[src/sdc_defines.svh]
// Constants for the SDRAM command pin interface: field positions, widths, command codes
`ifndef SDC_DEFINES_SVH
`define SDC_DEFINES_SVH

// ****************************************************************
// Widths of the pin groups
// ****************************************************************
`define SDC_ADDR_W 12
`define SDC_COL_W 9
`define SDC_BANK_W 2
`define SDC_NUM_BANKS 4
`define SDC_DATA_W 16
`define SDC_MASK_W 2

// ****************************************************************
// Field positions on the address inputs
// ****************************************************************
`define SDC_PRE_SEL_BIT 10
`define SDC_COL_MSB 8

// ****************************************************************
// Command codes on {row strobe, column strobe, write enable}, active low
// ****************************************************************
`define SDC_CODE_ACT 3'h3
`define SDC_CODE_PRE 3'h2
`define SDC_CODE_RD 3'h5
`define SDC_CODE_WR 3'h4
`define SDC_CODE_MRS 3'h0
`define SDC_CODE_REF 3'h1
`define SDC_CODE_BST 3'h6
`define SDC_CODE_NOP 3'h7

// ****************************************************************
// Reset values
// ****************************************************************
`define SDC_MODE_RESET 12'h000
`define SDC_ROW_RESET 12'h000

`endif

[src/sdc_pkg.sv]
// Types shared by the SDRAM command pin interface modules
package sdc_pkg;
`include "sdc_defines.svh"

    // ****************************************************************
    // Decoded commands
    // ****************************************************************
    typedef enum logic [2:0] {
        SDC_CMD_NOP = 3'h0,
        SDC_CMD_ACT = 3'h1,
        SDC_CMD_PRE = 3'h2,
        SDC_CMD_RD = 3'h3,
        SDC_CMD_WR = 3'h4,
        SDC_CMD_MRS = 3'h5,
        SDC_CMD_REF = 3'h6,
        SDC_CMD_BST = 3'h7
    } sdc_cmd_e;

    // Per-bank state
    typedef enum logic {
        SDC_BANK_IDLE = 1'b0,
        SDC_BANK_ACTIVE = 1'b1
    } sdc_bank_e;

    // One column access handed to the array side
    typedef struct packed {
        logic is_write;
        logic auto_precharge;
        logic [`SDC_BANK_W-1:0] bank;
        logic [`SDC_ADDR_W-1:0] row;
        logic [`SDC_COL_W-1:0] col;
        logic [`SDC_DATA_W-1:0] data;
        logic [`SDC_MASK_W-1:0] byte_en;
    } sdc_access_s;

endpackage : sdc_pkg

[src/sdc_acc_if.sv]
// Valid/ready channel carrying column accesses between the decoder and the buffer
`timescale 1ns/100ps
interface sdc_acc_if;
    import sdc_pkg::*;
    logic valid; // Access offered
    logic ready; // Receiver can take it
    sdc_access_s data; // Access payload
    modport src(output valid, output data, input ready);
    modport snk(input valid, input data, output ready);
endinterface : sdc_acc_if

[src/sdc_acc_buf.sv]
// Two-entry access buffer between the command decoder and the array side
`timescale 1ns/100ps
module sdc_acc_buf
    import sdc_pkg::*;
(
    // Clock and reset
    input wire logic mclk,
    input wire logic rst,
    // Filling side
    sdc_acc_if.snk push,
    // Draining side
    sdc_acc_if.src pop
);

    // ****************************************************************
    // Storage and pointers
    // ****************************************************************
    sdc_access_s mem [2]; // Entries, flip-flops
    logic wr_ptr; // Next entry to fill
    logic rd_ptr; // Next entry to drain
    logic [1:0] count; // Entries held, 0..2
    logic do_push; // Entry written this cycle
    logic do_pop; // Entry taken this cycle

    // Honest full and empty flags
    assign push.ready = (count != 2'h2);
    assign pop.valid = (count != 2'h0);
    assign pop.data = mem[rd_ptr];
    assign do_push = push.valid & push.ready;
    assign do_pop = pop.valid & pop.ready;

    // Entry write
    always_ff @(posedge mclk) begin
        if (do_push) begin
            mem[wr_ptr] <= push.data;
        end
    end

    // Pointers and occupancy; push and pop together keep the count
    always_ff @(posedge mclk) begin
        if (rst) begin
            wr_ptr <= 1'b0;
            rd_ptr <= 1'b0;
            count <= 2'h0;
        end else begin
            if (do_push) begin
                wr_ptr <= ~wr_ptr;
            end
            if (do_pop) begin
                rd_ptr <= ~rd_ptr;
            end
            if (do_push && !do_pop) begin
                count <= count + 2'h1;
            end else if (do_pop && !do_push) begin
                count <= count - 2'h1;
            end
        end
    end

endmodule : sdc_acc_buf

[src/sdc_cmd_pins.sv]
// SDRAM command, address and data pin interface: decoder, bank state and data pins
// Operation
// - Activate captures row from all twelve addresses
// - Column from low nine; bit ten selects autoprecharge
// - Precharge bit ten high means all banks
// - Mode register set loads opcode from addresses
// - Chip select high masks every command
// - Strobes and write enable form command code
// - Activate puts addressed bank into active state
// - Precharge returns target bank to idle
// - Column strobe low starts read or write access
// - Write enable high reads, low writes
// - Byte masks disable output bytes, block writes
// - Sixteen-bit data moves on rising clock edges
`timescale 1ns/100ps
module sdc_cmd_pins
    import sdc_pkg::*;
(
    // Clock and reset
    input wire logic mclk,
    input wire logic rst,
    // Command pins from the memory controller
    input wire logic cs_n,
    input wire logic ras_n,
    input wire logic cas_n,
    input wire logic we_n,
    input wire logic [`SDC_BANK_W-1:0] bank_select,
    input wire logic [`SDC_ADDR_W-1:0] address_inputs,
    input wire logic lower_byte_mask,
    input wire logic upper_byte_mask,
    // Bidirectional data bus, split into three signals
    input wire logic [`SDC_DATA_W-1:0] data_bus_in,
    output logic [`SDC_DATA_W-1:0] data_bus_out,
    output logic [`SDC_MASK_W-1:0] data_bus_oe,
    // Access stream to the array side
    output logic acc_valid,
    input wire logic acc_ready,
    output logic acc_write,
    output logic acc_auto_precharge,
    output logic [`SDC_BANK_W-1:0] acc_bank,
    output logic [`SDC_ADDR_W-1:0] acc_row,
    output logic [`SDC_COL_W-1:0] acc_col,
    output logic [`SDC_DATA_W-1:0] acc_data,
    output logic [`SDC_MASK_W-1:0] acc_byte_en,
    // Read data returning from the array side
    input wire logic rd_valid,
    input wire logic [`SDC_DATA_W-1:0] rd_data,
    // Status
    output logic [`SDC_NUM_BANKS-1:0] bank_active,
    output logic [`SDC_ADDR_W-1:0] mode_opcode,
    output logic access_dropped
);

    // ****************************************************************
    // Pin synchronisers
    // ****************************************************************
    localparam int PIN_W = 4 + `SDC_BANK_W + `SDC_ADDR_W + 2 + `SDC_DATA_W;

    logic [PIN_W-1:0] pin_meta; // First stage, read only by second
    logic [PIN_W-1:0] pin_sync; // Second stage, safe to decode

    // Two flops on every pin; the controller is treated as another domain
    always_ff @(posedge mclk) begin
        if (rst) begin
            pin_meta <= '1;
            pin_sync <= '1;
        end else begin
            pin_meta <= {cs_n, ras_n, cas_n, we_n, bank_select, address_inputs,
                         upper_byte_mask, lower_byte_mask, data_bus_in};
            pin_sync <= pin_meta;
        end
    end

    // Unpacked view of the synchronised pins
    logic s_cs_n; // Chip select
    logic [2:0] s_code; // Row strobe, column strobe, write enable
    logic [`SDC_BANK_W-1:0] s_bank; // Bank select
    logic [`SDC_ADDR_W-1:0] s_addr; // Address inputs
    logic [`SDC_MASK_W-1:0] s_mask; // {upper, lower} byte masks
    logic [`SDC_DATA_W-1:0] s_data; // Write data

    assign {s_cs_n, s_code, s_bank, s_addr, s_mask, s_data} = pin_sync;

    // ****************************************************************
    // Command decode
    // ****************************************************************
    sdc_cmd_e cmd; // Decoded command this cycle

    // Chip select high turns any code into a no-operation
    always_comb begin
        cmd = SDC_CMD_NOP;
        if (!s_cs_n) begin
            unique case (s_code)
                `SDC_CODE_ACT: cmd = SDC_CMD_ACT;
                `SDC_CODE_PRE: cmd = SDC_CMD_PRE;
                `SDC_CODE_RD: cmd = SDC_CMD_RD;
                `SDC_CODE_WR: cmd = SDC_CMD_WR;
                `SDC_CODE_MRS: cmd = SDC_CMD_MRS;
                `SDC_CODE_REF: cmd = SDC_CMD_REF;
                `SDC_CODE_BST: cmd = SDC_CMD_BST;
                `SDC_CODE_NOP: cmd = SDC_CMD_NOP;
            endcase
        end
    end

    // Common fields of the decoded command
    logic pre_sel; // Address bit ten
    logic [`SDC_COL_W-1:0] col_addr; // Low nine address bits
    logic col_cmd; // Read or write this cycle
    logic col_hit; // Column access to an open bank

    assign pre_sel = s_addr[`SDC_PRE_SEL_BIT];
    assign col_addr = s_addr[`SDC_COL_MSB:0];
    assign col_cmd = (cmd == SDC_CMD_RD) || (cmd == SDC_CMD_WR);
    assign col_hit = col_cmd && bank_active[s_bank];

    // ****************************************************************
    // Bank state, one copy per bank
    // ****************************************************************
    logic [`SDC_ADDR_W-1:0] open_row [`SDC_NUM_BANKS]; // Row held open per bank

    genvar gb;
    generate
        for (gb = 0; gb < `SDC_NUM_BANKS; gb++) begin : g_bank
            sdc_bank_e state; // Idle or active
            logic addressed; // Command names this bank

            assign addressed = (s_bank == `SDC_BANK_W'(gb));
            assign bank_active[gb] = (state == SDC_BANK_ACTIVE);

            // Activation opens, precharge or auto precharge closes
            always_ff @(posedge mclk) begin
                if (rst) begin
                    state <= SDC_BANK_IDLE;
                end else if (cmd == SDC_CMD_ACT && addressed) begin
                    state <= SDC_BANK_ACTIVE;
                end else if (cmd == SDC_CMD_PRE && (pre_sel || addressed)) begin
                    state <= SDC_BANK_IDLE;
                end else if (col_hit && addressed && pre_sel) begin
                    state <= SDC_BANK_IDLE;
                end
            end

            // Row captured from all address inputs on activation of an idle bank
            always_ff @(posedge mclk) begin
                if (rst) begin
                    open_row[gb] <= `SDC_ROW_RESET;
                end else if (cmd == SDC_CMD_ACT && addressed
                             && state == SDC_BANK_IDLE) begin
                    open_row[gb] <= s_addr;
                end
            end
        end
    endgenerate

    // ****************************************************************
    // Mode settings
    // ****************************************************************
    // Only taken with every bank idle, as the command is legal only then
    always_ff @(posedge mclk) begin
        if (rst) begin
            mode_opcode <= `SDC_MODE_RESET;
        end else if (cmd == SDC_CMD_MRS && bank_active == '0) begin
            mode_opcode <= s_addr;
        end
    end

    // ****************************************************************
    // Column access stream through the two-entry buffer
    // ****************************************************************
    sdc_acc_if push_ch ();
    sdc_acc_if pop_ch ();

    // Offer one access per column command to an open bank
    always_ff @(posedge mclk) begin
        if (rst) begin
            push_ch.valid <= 1'b0;
        end else begin
            push_ch.valid <= col_hit;
        end
    end

    // Payload; byte masks clear the write enables of their bytes
    always_ff @(posedge mclk) begin
        push_ch.data.is_write <= (cmd == SDC_CMD_WR);
        push_ch.data.auto_precharge <= pre_sel;
        push_ch.data.bank <= s_bank;
        push_ch.data.row <= open_row[s_bank];
        push_ch.data.col <= col_addr;
        push_ch.data.data <= s_data;
        push_ch.data.byte_en <= ~s_mask;
    end

    // A full buffer cannot stall the pins, so the loss is flagged instead
    always_ff @(posedge mclk) begin
        if (rst) begin
            access_dropped <= 1'b0;
        end else begin
            access_dropped <= push_ch.valid & ~push_ch.ready;
        end
    end

    sdc_acc_buf u_buf (
        .mclk(mclk),
        .rst(rst),
        .push(push_ch.snk),
        .pop(pop_ch.src)
    );

    // Draining side onto the plain ports; the array side may stall
    assign acc_valid = pop_ch.valid;
    assign pop_ch.ready = acc_ready;
    assign acc_write = pop_ch.data.is_write;
    assign acc_auto_precharge = pop_ch.data.auto_precharge;
    assign acc_bank = pop_ch.data.bank;
    assign acc_row = pop_ch.data.row;
    assign acc_col = pop_ch.data.col;
    assign acc_data = pop_ch.data.data;
    assign acc_byte_en = pop_ch.data.byte_en;

    // ****************************************************************
    // Read data onto the bus
    // ****************************************************************
    // One word per returned read; a masked byte keeps its driver off
    always_ff @(posedge mclk) begin
        if (rst) begin
            data_bus_out <= '0;
            data_bus_oe <= '0;
        end else if (rd_valid) begin
            data_bus_out <= rd_data;
            data_bus_oe <= ~s_mask;
        end else begin
            data_bus_oe <= '0;
        end
    end

endmodule : sdc_cmd_pins

[config.mk]
export PLATFORM = sky130hd
export DESIGN_NAME = sdc_cmd_pins
export DESIGN_NICKNAME = d
export VERILOG_FILES = /design/src/sdc_pkg.sv /design/src/sdc_acc_if.sv /design/src/sdc_acc_buf.sv /design/src/sdc_cmd_pins.sv
export VERILOG_INCLUDE_DIRS = /design/src
export SDC_FILE = /design/constraint.sdc
export NUM_CORES = 1
export LEC_CHECK = 0
export BUFFER_PORTS_ARGS = -buffer_cell sky130_fd_sc_hd__clkbuf_2
export CAP_MARGIN = 10
export CORE_MARGIN = 8
export CORE_UTILIZATION = 30
export CTS_CLUSTER_DIAMETER = 100
export DETAILED_ROUTE_END_ITERATION = 12
export GPL_ROUTABILITY_DRIVEN = 0
export SYNTH_ARGS = -nofsm -noshare
export SYNTH_HDL_FRONTEND = slang
export SYNTH_SLANG_ARGS = --single-unit
[constraint.sdc]
create_clock -name mclk -period 6.17 [get_ports mclk]
set_input_delay 0.617 -clock mclk [delete_from_list [all_inputs] [get_ports mclk]]
set_output_delay 0.617 -clock mclk [all_outputs]
set_load 0.01 [all_outputs]
==> results of run 1 <==
## synthesized netlist by cell type, types with 4 or more instances
library cell / count
dfxtp_1: 156
o31ai_1: 4
mux4_2: 13
mux2_2: 43
o211ai_1: 4
nor4b_1: 4
o2111ai_1: 4
nor2_1: 24
or3_1: 5
buf_4: 6
xor2_1: 4
mux2i_1: 16
or2_2: 71
o21ai_0: 14
and2_1: 49
nand2b_1: 4
edfxtp_1: 134
a21oi_1: 15
nand2_1: 6
inv_1: 4
nand3_1: 12
clkbuf_1: 27
## cell type report
cell class	count	area (µm²)
clock buffer	39	857
clock inverter	19	204
fill	3075	20300
inverter	4	15.0
multi-input combinational	312	2440
sequential	290	7150
tap	442	553
timing repair buffer	144	761
## kinds of logic (layout without fill, tap and decap cells)
family	after synthesis	in the layout	synth area share (%)
AND/OR/NAND/NOR	190	190	12.1
flip-flops	290	290	73.1
multiplexers	72	72	9.59
adder cells (fa/ha/maj)	1	1	0.128
buffers and inverters	42	206	1.97
AO/OA/AOI/OAI	44	44	2.70
XOR/XNOR	5	5	0.448
## power groups by stage
stage | clock network (mW) | logic, mW | registers [mW]
global placement | 0 | 0.189 | 2.14
finish | 1.88 | 0.184 | 2.10
CTS | 1.94 | 0.191 | 2.10
detailed placement | 0 | 0.191 | 2.15
floorplan | 0 | 0.122 | 2.13
global route | 2.02 | 0.204 | 2.11
## cell usage in the layout (no fill, tap or decap), drive strengths merged, types with 2 or more instances in the layout
| master | n |
|---|---|
| o2111ai | 4 |
| clkinv | 9 |
| xor2 | 4 |
| and2 | 49 |
| or4b | 3 |
| or2 | 71 |
| nor2 | 24 |
| mux4 | 13 |
| buf | 11 |
| edfxtp | 134 |
| mux2 | 43 |
| o211ai | 4 |
| inv | 10 |
| nand3b | 2 |
| or3 | 5 |
| o31ai | 4 |
| nand3 | 12 |
| mux2i | 16 |
| nor4b | 4 |
| o21ai | 14 |
| dfxtp | 156 |
| clkbuf | 172 |
| a21oi | 15 |
| bufinv | 3 |
| nor4 | 4 |
| nand2b | 4 |
| nand2 | 6 |
## stage by stage
step                cell area, µm²  power [mW]  worst slack (ns)
floorplan                     9780        2.26              3.70
global placement             10900        2.33              4.02
detailed placement           10900        2.34              3.99
CTS                          12000        4.24              3.49
global route                 12000        4.34              3.45
finish                       12000        4.17              3.59
## worst min-delay path by stage
stage                 startpoint  slack [ns]  depth (start not counted)                to
4_1_cts        address_inputs[0]        0.21                          2      pin_meta[18]
6_report       address_inputs[0]        0.24                          2      pin_meta[18]
2_1_floorplan        pin_sync[8]        0.31                          0  push_ch.data[10]
5_1_grt          lower_byte_mask        0.21                          2      pin_meta[16]
3_3_place_gp         pin_sync[7]        0.31                          0   push_ch.data[9]
3_5_place_dp         pin_sync[2]        0.31                          0   push_ch.data[4]
## layer usage
layer	track usage [%]	routed length, µm	up-vias
met3	2.87	1390	35
met2	16.0	9040	138
li1	-	-	2560
met5	0	27	-
met1	12.4	8690	2440
met4	3.59	496	4
## state kept, by name, summed over array words and instances, names as in the netlist, named ones only
name / cells
u_buf.mem: 86
open_row: 48
push_ch.data: 43
pin_meta: 36
pin_sync: 33
data_bus_out: 16
mode_opcode: 12
g_bank.state: 4
data_bus_oe: 2
u_buf.count: 2
access_dropped: 1
push_ch.valid: 1
u_buf.rd_ptr: 1
u_buf.wr_ptr: 1
==> impl_metrics.ini, run 1 <==
[run_status]
status = complete, no violations

[clocking]
clockBufferDepth = 3
cts.clk_slew.worst_paths_ns = 0.06
cts_tree = yes
cts_resized = 0
cts-root-buf = clkbuf_16
postCtsHoldBufs = 0
clk_latency_ns = 0.55
h-tree-depth = 1
postCtsSetupBuffers = 0
cts_num_sinks = 290
cts_buffers = 31

[logic_synthesis]
synth-seq-cells = 290
synth-async-reset-ratio_pct = 0
synth.avg_cell_area_um2 = 15.2
synth_top_area_cell = edfxtp_1
syn-num-nets = 701
synth_area_um2 = 9780
yosys.area.top_type_share_pct = 41.2
yosysSeqAreaShare_pct = 73.1
synth_area_leaders = edfxtp_1 (41%), dfxtp_1 (32%), mux2_2 (5.0%)
synth_edf_count = 134
yosys_warnings = 0
synth_cells = 644
ys.flop_type = dfxtp_1
synth.distinct_cells = 41

[sta]
rsz0062_at_grt = false
skew_ns = 0.0147
final_hold_viol_count = 0
period_needed_ns = 2.58
max_freq_mhz = 388
final.period_utilization_pct = 41.8
finalMaxSlewViolations = 0
slew_headroom_pct = 27.5
setup_viol = 0
fin_tns_setup_ns = 0
hold_ws_ns = 0.241
worst_pin_slew_ns = 1.08

[pwr]
power.density_nw_per_um2 = 348
seqPwrFrac_pct = 50.4
p_switching_uw = 895
irDropWorstVdd_v = 0.000226
clock_power_share_pct = 45.1
sw_frac_of_total_pct = 21.4
p_int_mw = 3.28
leakage_nw = 4.56
combPwrFrac_pct = 4.4

[worst_setup_path]
timing.rr.end = open_row[3][8]
path_max_fanout = 43
path_buf_inv = 2
max_stage_delay_ns = 0.51
start_kind = register
cp.depth = 3
worst_setup_path_end_kind = output port
worstSetupPathType = register to output port
cp_data_required_time_ns = 5.55
critical-path-top-delay-family = buffers and inverters
reg2reg_slack_ns = 4.00
path_cells = buf_4, mux2_2, clkbuf_2
cp_data_arrival_time_ns = 1.96
critPathCapture = acc_row[11]
critical_path.slowest_cell = buf_4
r2r_start = pin_sync[35]
r2r_cells = 3

[final_layout]
fin_util_pct = 37.1
final_cells = 1250
area_delta_synth_final_pct = 22.6
nets = 840
antennaDiodeCount = 0
drive_above_1_share_pct = 41.7

[detailed_routing]
drtIter0Drc = 241
wl_per_cell_um = 15.7
postRouteAntennaNets = 0
routed-via-count = 5177
dr.pass1.iters = 4
drc = 0
vias_per_cell = 4.14
wirelength_um = 19600

[die]
die_w_um = 197
core_area_um2 = 32300
start_util_pct = 30.3
die_y_um = 197
ios = 135
rows = 66
dieArea_um2 = 38600

[global_route]
grt_max_degree = 94
antenna_found_initial = 2
track_usage_pct = 9.87
grt-ovfl-total = 0
grt_pass1_vias = 5333
grt_pass1_wl_um = 30300

[placement]
port_buffers = 134
dp_hpwl_um = 12600
dp.cells = 1191

[run]
max_cap_viol_count = 0

[hold_path]
hold_class = input pin to register
No activity file was read; power rests on OpenSTA's default activity.
==> inputs of run 2 (changes only) <==
Clock period 6.17 ns to 2.69 ns, I/O delays scaled along.
==> impl_metrics.ini, run 2 (same netlist as run 1, synthesis figures left out) <==
[clocking]
cts_resized = 0
clk_latency_ns = 0.56
cts_buffers = 29
h-tree-depth = 1
postCtsSetupBuffers = 0
cts.clk_slew.worst_paths_ns = 0.06
postCtsHoldBufs = 52
cts-root-buf = clkbuf_16
cts_num_sinks = 290
cts_tree = yes
clockBufferDepth = 3

[global_route]
antenna_found_initial = 0
grt_pass1_vias = 5685
grt-ovfl-total = 0
track_usage_pct = 10.2
grt_max_degree = 58
grt_pass1_wl_um = 31700

[sta]
final.period_utilization_pct = 85.0
setup_ws_ns = 0.403
hold_ws_ns = 0.153
period_needed_ns = 2.29
max_freq_mhz = 437
slew_headroom_pct = 46.9
fin_tns_setup_ns = 0
rsz0062_at_grt = false
setup_viol = 0
final_hold_viol_count = 0
finalMaxSlewViolations = 0
worst_pin_slew_ns = 0.790
skew_ns = 0.0291

[final_layout]
top_regs = u_buf.mem (86), open_row (48), push_ch.data (43)
regMostFlops = u_buf.mem
area_delta_synth_final_pct = 27.5
drive_above_1_share_pct = 39.0
nets = 896
fin_util_pct = 38.6
final_common_cell = dfxtp_1
antennaDiodeCount = 0
final_cells = 1304
layout_common_cells = dfxtp_1 (155), edfxtp_1 (134), clkbuf_2 (133)
largest_reg_flops = 86

[detailed_routing]
vias_per_cell = 4.12
postRouteAntennaNets = 0
drtIter0Drc = 182
wirelength_um = 20000
wl_per_cell_um = 15.3
drc = 0
dr.pass1.iters = 4
routed-via-count = 5373

[die]
die_w_um = 197
core_area_um2 = 32300
dieArea_um2 = 38600
rows = 66
start_util_pct = 30.3
die_y_um = 197
ios = 135

[pwr]
p_int_mw = 7.39
clock_power_share_pct = 43.2
leakage_nw = 4.76
irDropWorstVdd_v = 0.000489
combPwrFrac_pct = 5.2
sw_frac_of_total_pct = 21.2
power.density_nw_per_um2 = 752
seqPwrFrac_pct = 51.6
p_switching_mw = 1.99

[worst_setup_path]
critical_path.slowest_cell = dfxtp_2
path_max_fanout = 19
path_cells = buf_4, mux2_2, clkbuf_2
start_kind = register
max_stage_delay_ns = 0.63
worstSetupPathType = register to output port
critical-path-top-delay-family = flip-flops
cp_data_required_time_ns = 2.42
worst_setup_path_end_kind = output port
cp_data_arrival_time_ns = 2.02
path_buf_inv = 2

[hold_path]
hold_class = input pin to register

[run]
max_cap_viol_count = 0

[placement]
pre_cts_slack_ns = 0.622
port_buffers = 134
dp.cells = 1198
dp_hpwl_um = 13400

[run_status]
status = complete, no violations
==> run 2: cell count changes in the layout (fill, tap and decap cells not counted), moves of 2 or more <==
cell	delta
dlygate4sd3_1	+52
buf_4	+7
clkinv_4	-4
clkbuf_1	+3
inv_6	-3
bufinv_16	-2
clkinvlp_4	+2
==> run 2: layout make-up <==
cell class	count	area, µm²
Sequential cell	290	7150
Inverter	4	15.0
Timing Repair Buffer	202	1310
Clock buffer	43	882
Fill cell	2986	19800
Multi-Input combinational cell	312	2440
Tap cell	442	553
Clock inverter	11	106
==> run 2: routing by layer <==
| layer | vias up | global-route usage (%) | share of wire (%) | wire length, µm |
|---|---|---|---|---|
| li1 | 2664 | - | - | - |
| met1 | 2550 | 12.9 | 44 | 8850 |
| met2 | 128 | 17.0 | 47 | 9440 |
| met3 | 31 | 2.78 | 6.5 | 1290 |
| met4 | 0 | 2.81 | 1.9 | 377 |
| met5 | - | 0 | 0 | 0 |
==> run 2: power groups by stage <==
stage | Clock, mW | Sequential (mW) | Combinational, mW
after floorplan | 0 | 4.89 | 0.280
after global placement | 0 | 4.93 | 0.431
after detailed placement | 0 | 4.94 | 0.434
after CTS | 4.20 | 4.84 | 0.495
after global routing | 4.36 | 4.85 | 0.532
final | 4.05 | 4.84 | 0.484
==> run 2: worst reg2reg max path, cell delays in order (launching register included) <==
cell     delay, ns
dfxtp_1       0.38
or4b_4        0.65
nor4_2        0.70
and2_1        0.23
==> run 2: path summary, 6_finish.rpt <==
kind         cells past startpoint   startpoint               to  slack, ns
max reg2reg                      3     register   open_row[3][7]       0.59
min reg2reg                      0  pin_sync[7]  push_ch.data[9]       0.33
min                              4    acc_ready     u_buf.rd_ptr       0.15
max                              3     register     acc_data[12]       0.40
==> run 2: through the flow <==
| step | power (mW) | cell area, µm² |
|---|---|---|
| 2_1_floorplan | 5.17 | 9780 |
| 3_3_place_gp | 5.36 | 11000 |
| 3_5_place_dp | 5.37 | 11000 |
| 4_1_cts | 9.53 | 12500 |
| 5_1_grt | 9.75 | 12500 |
| 6_report | 9.38 | 12500 |
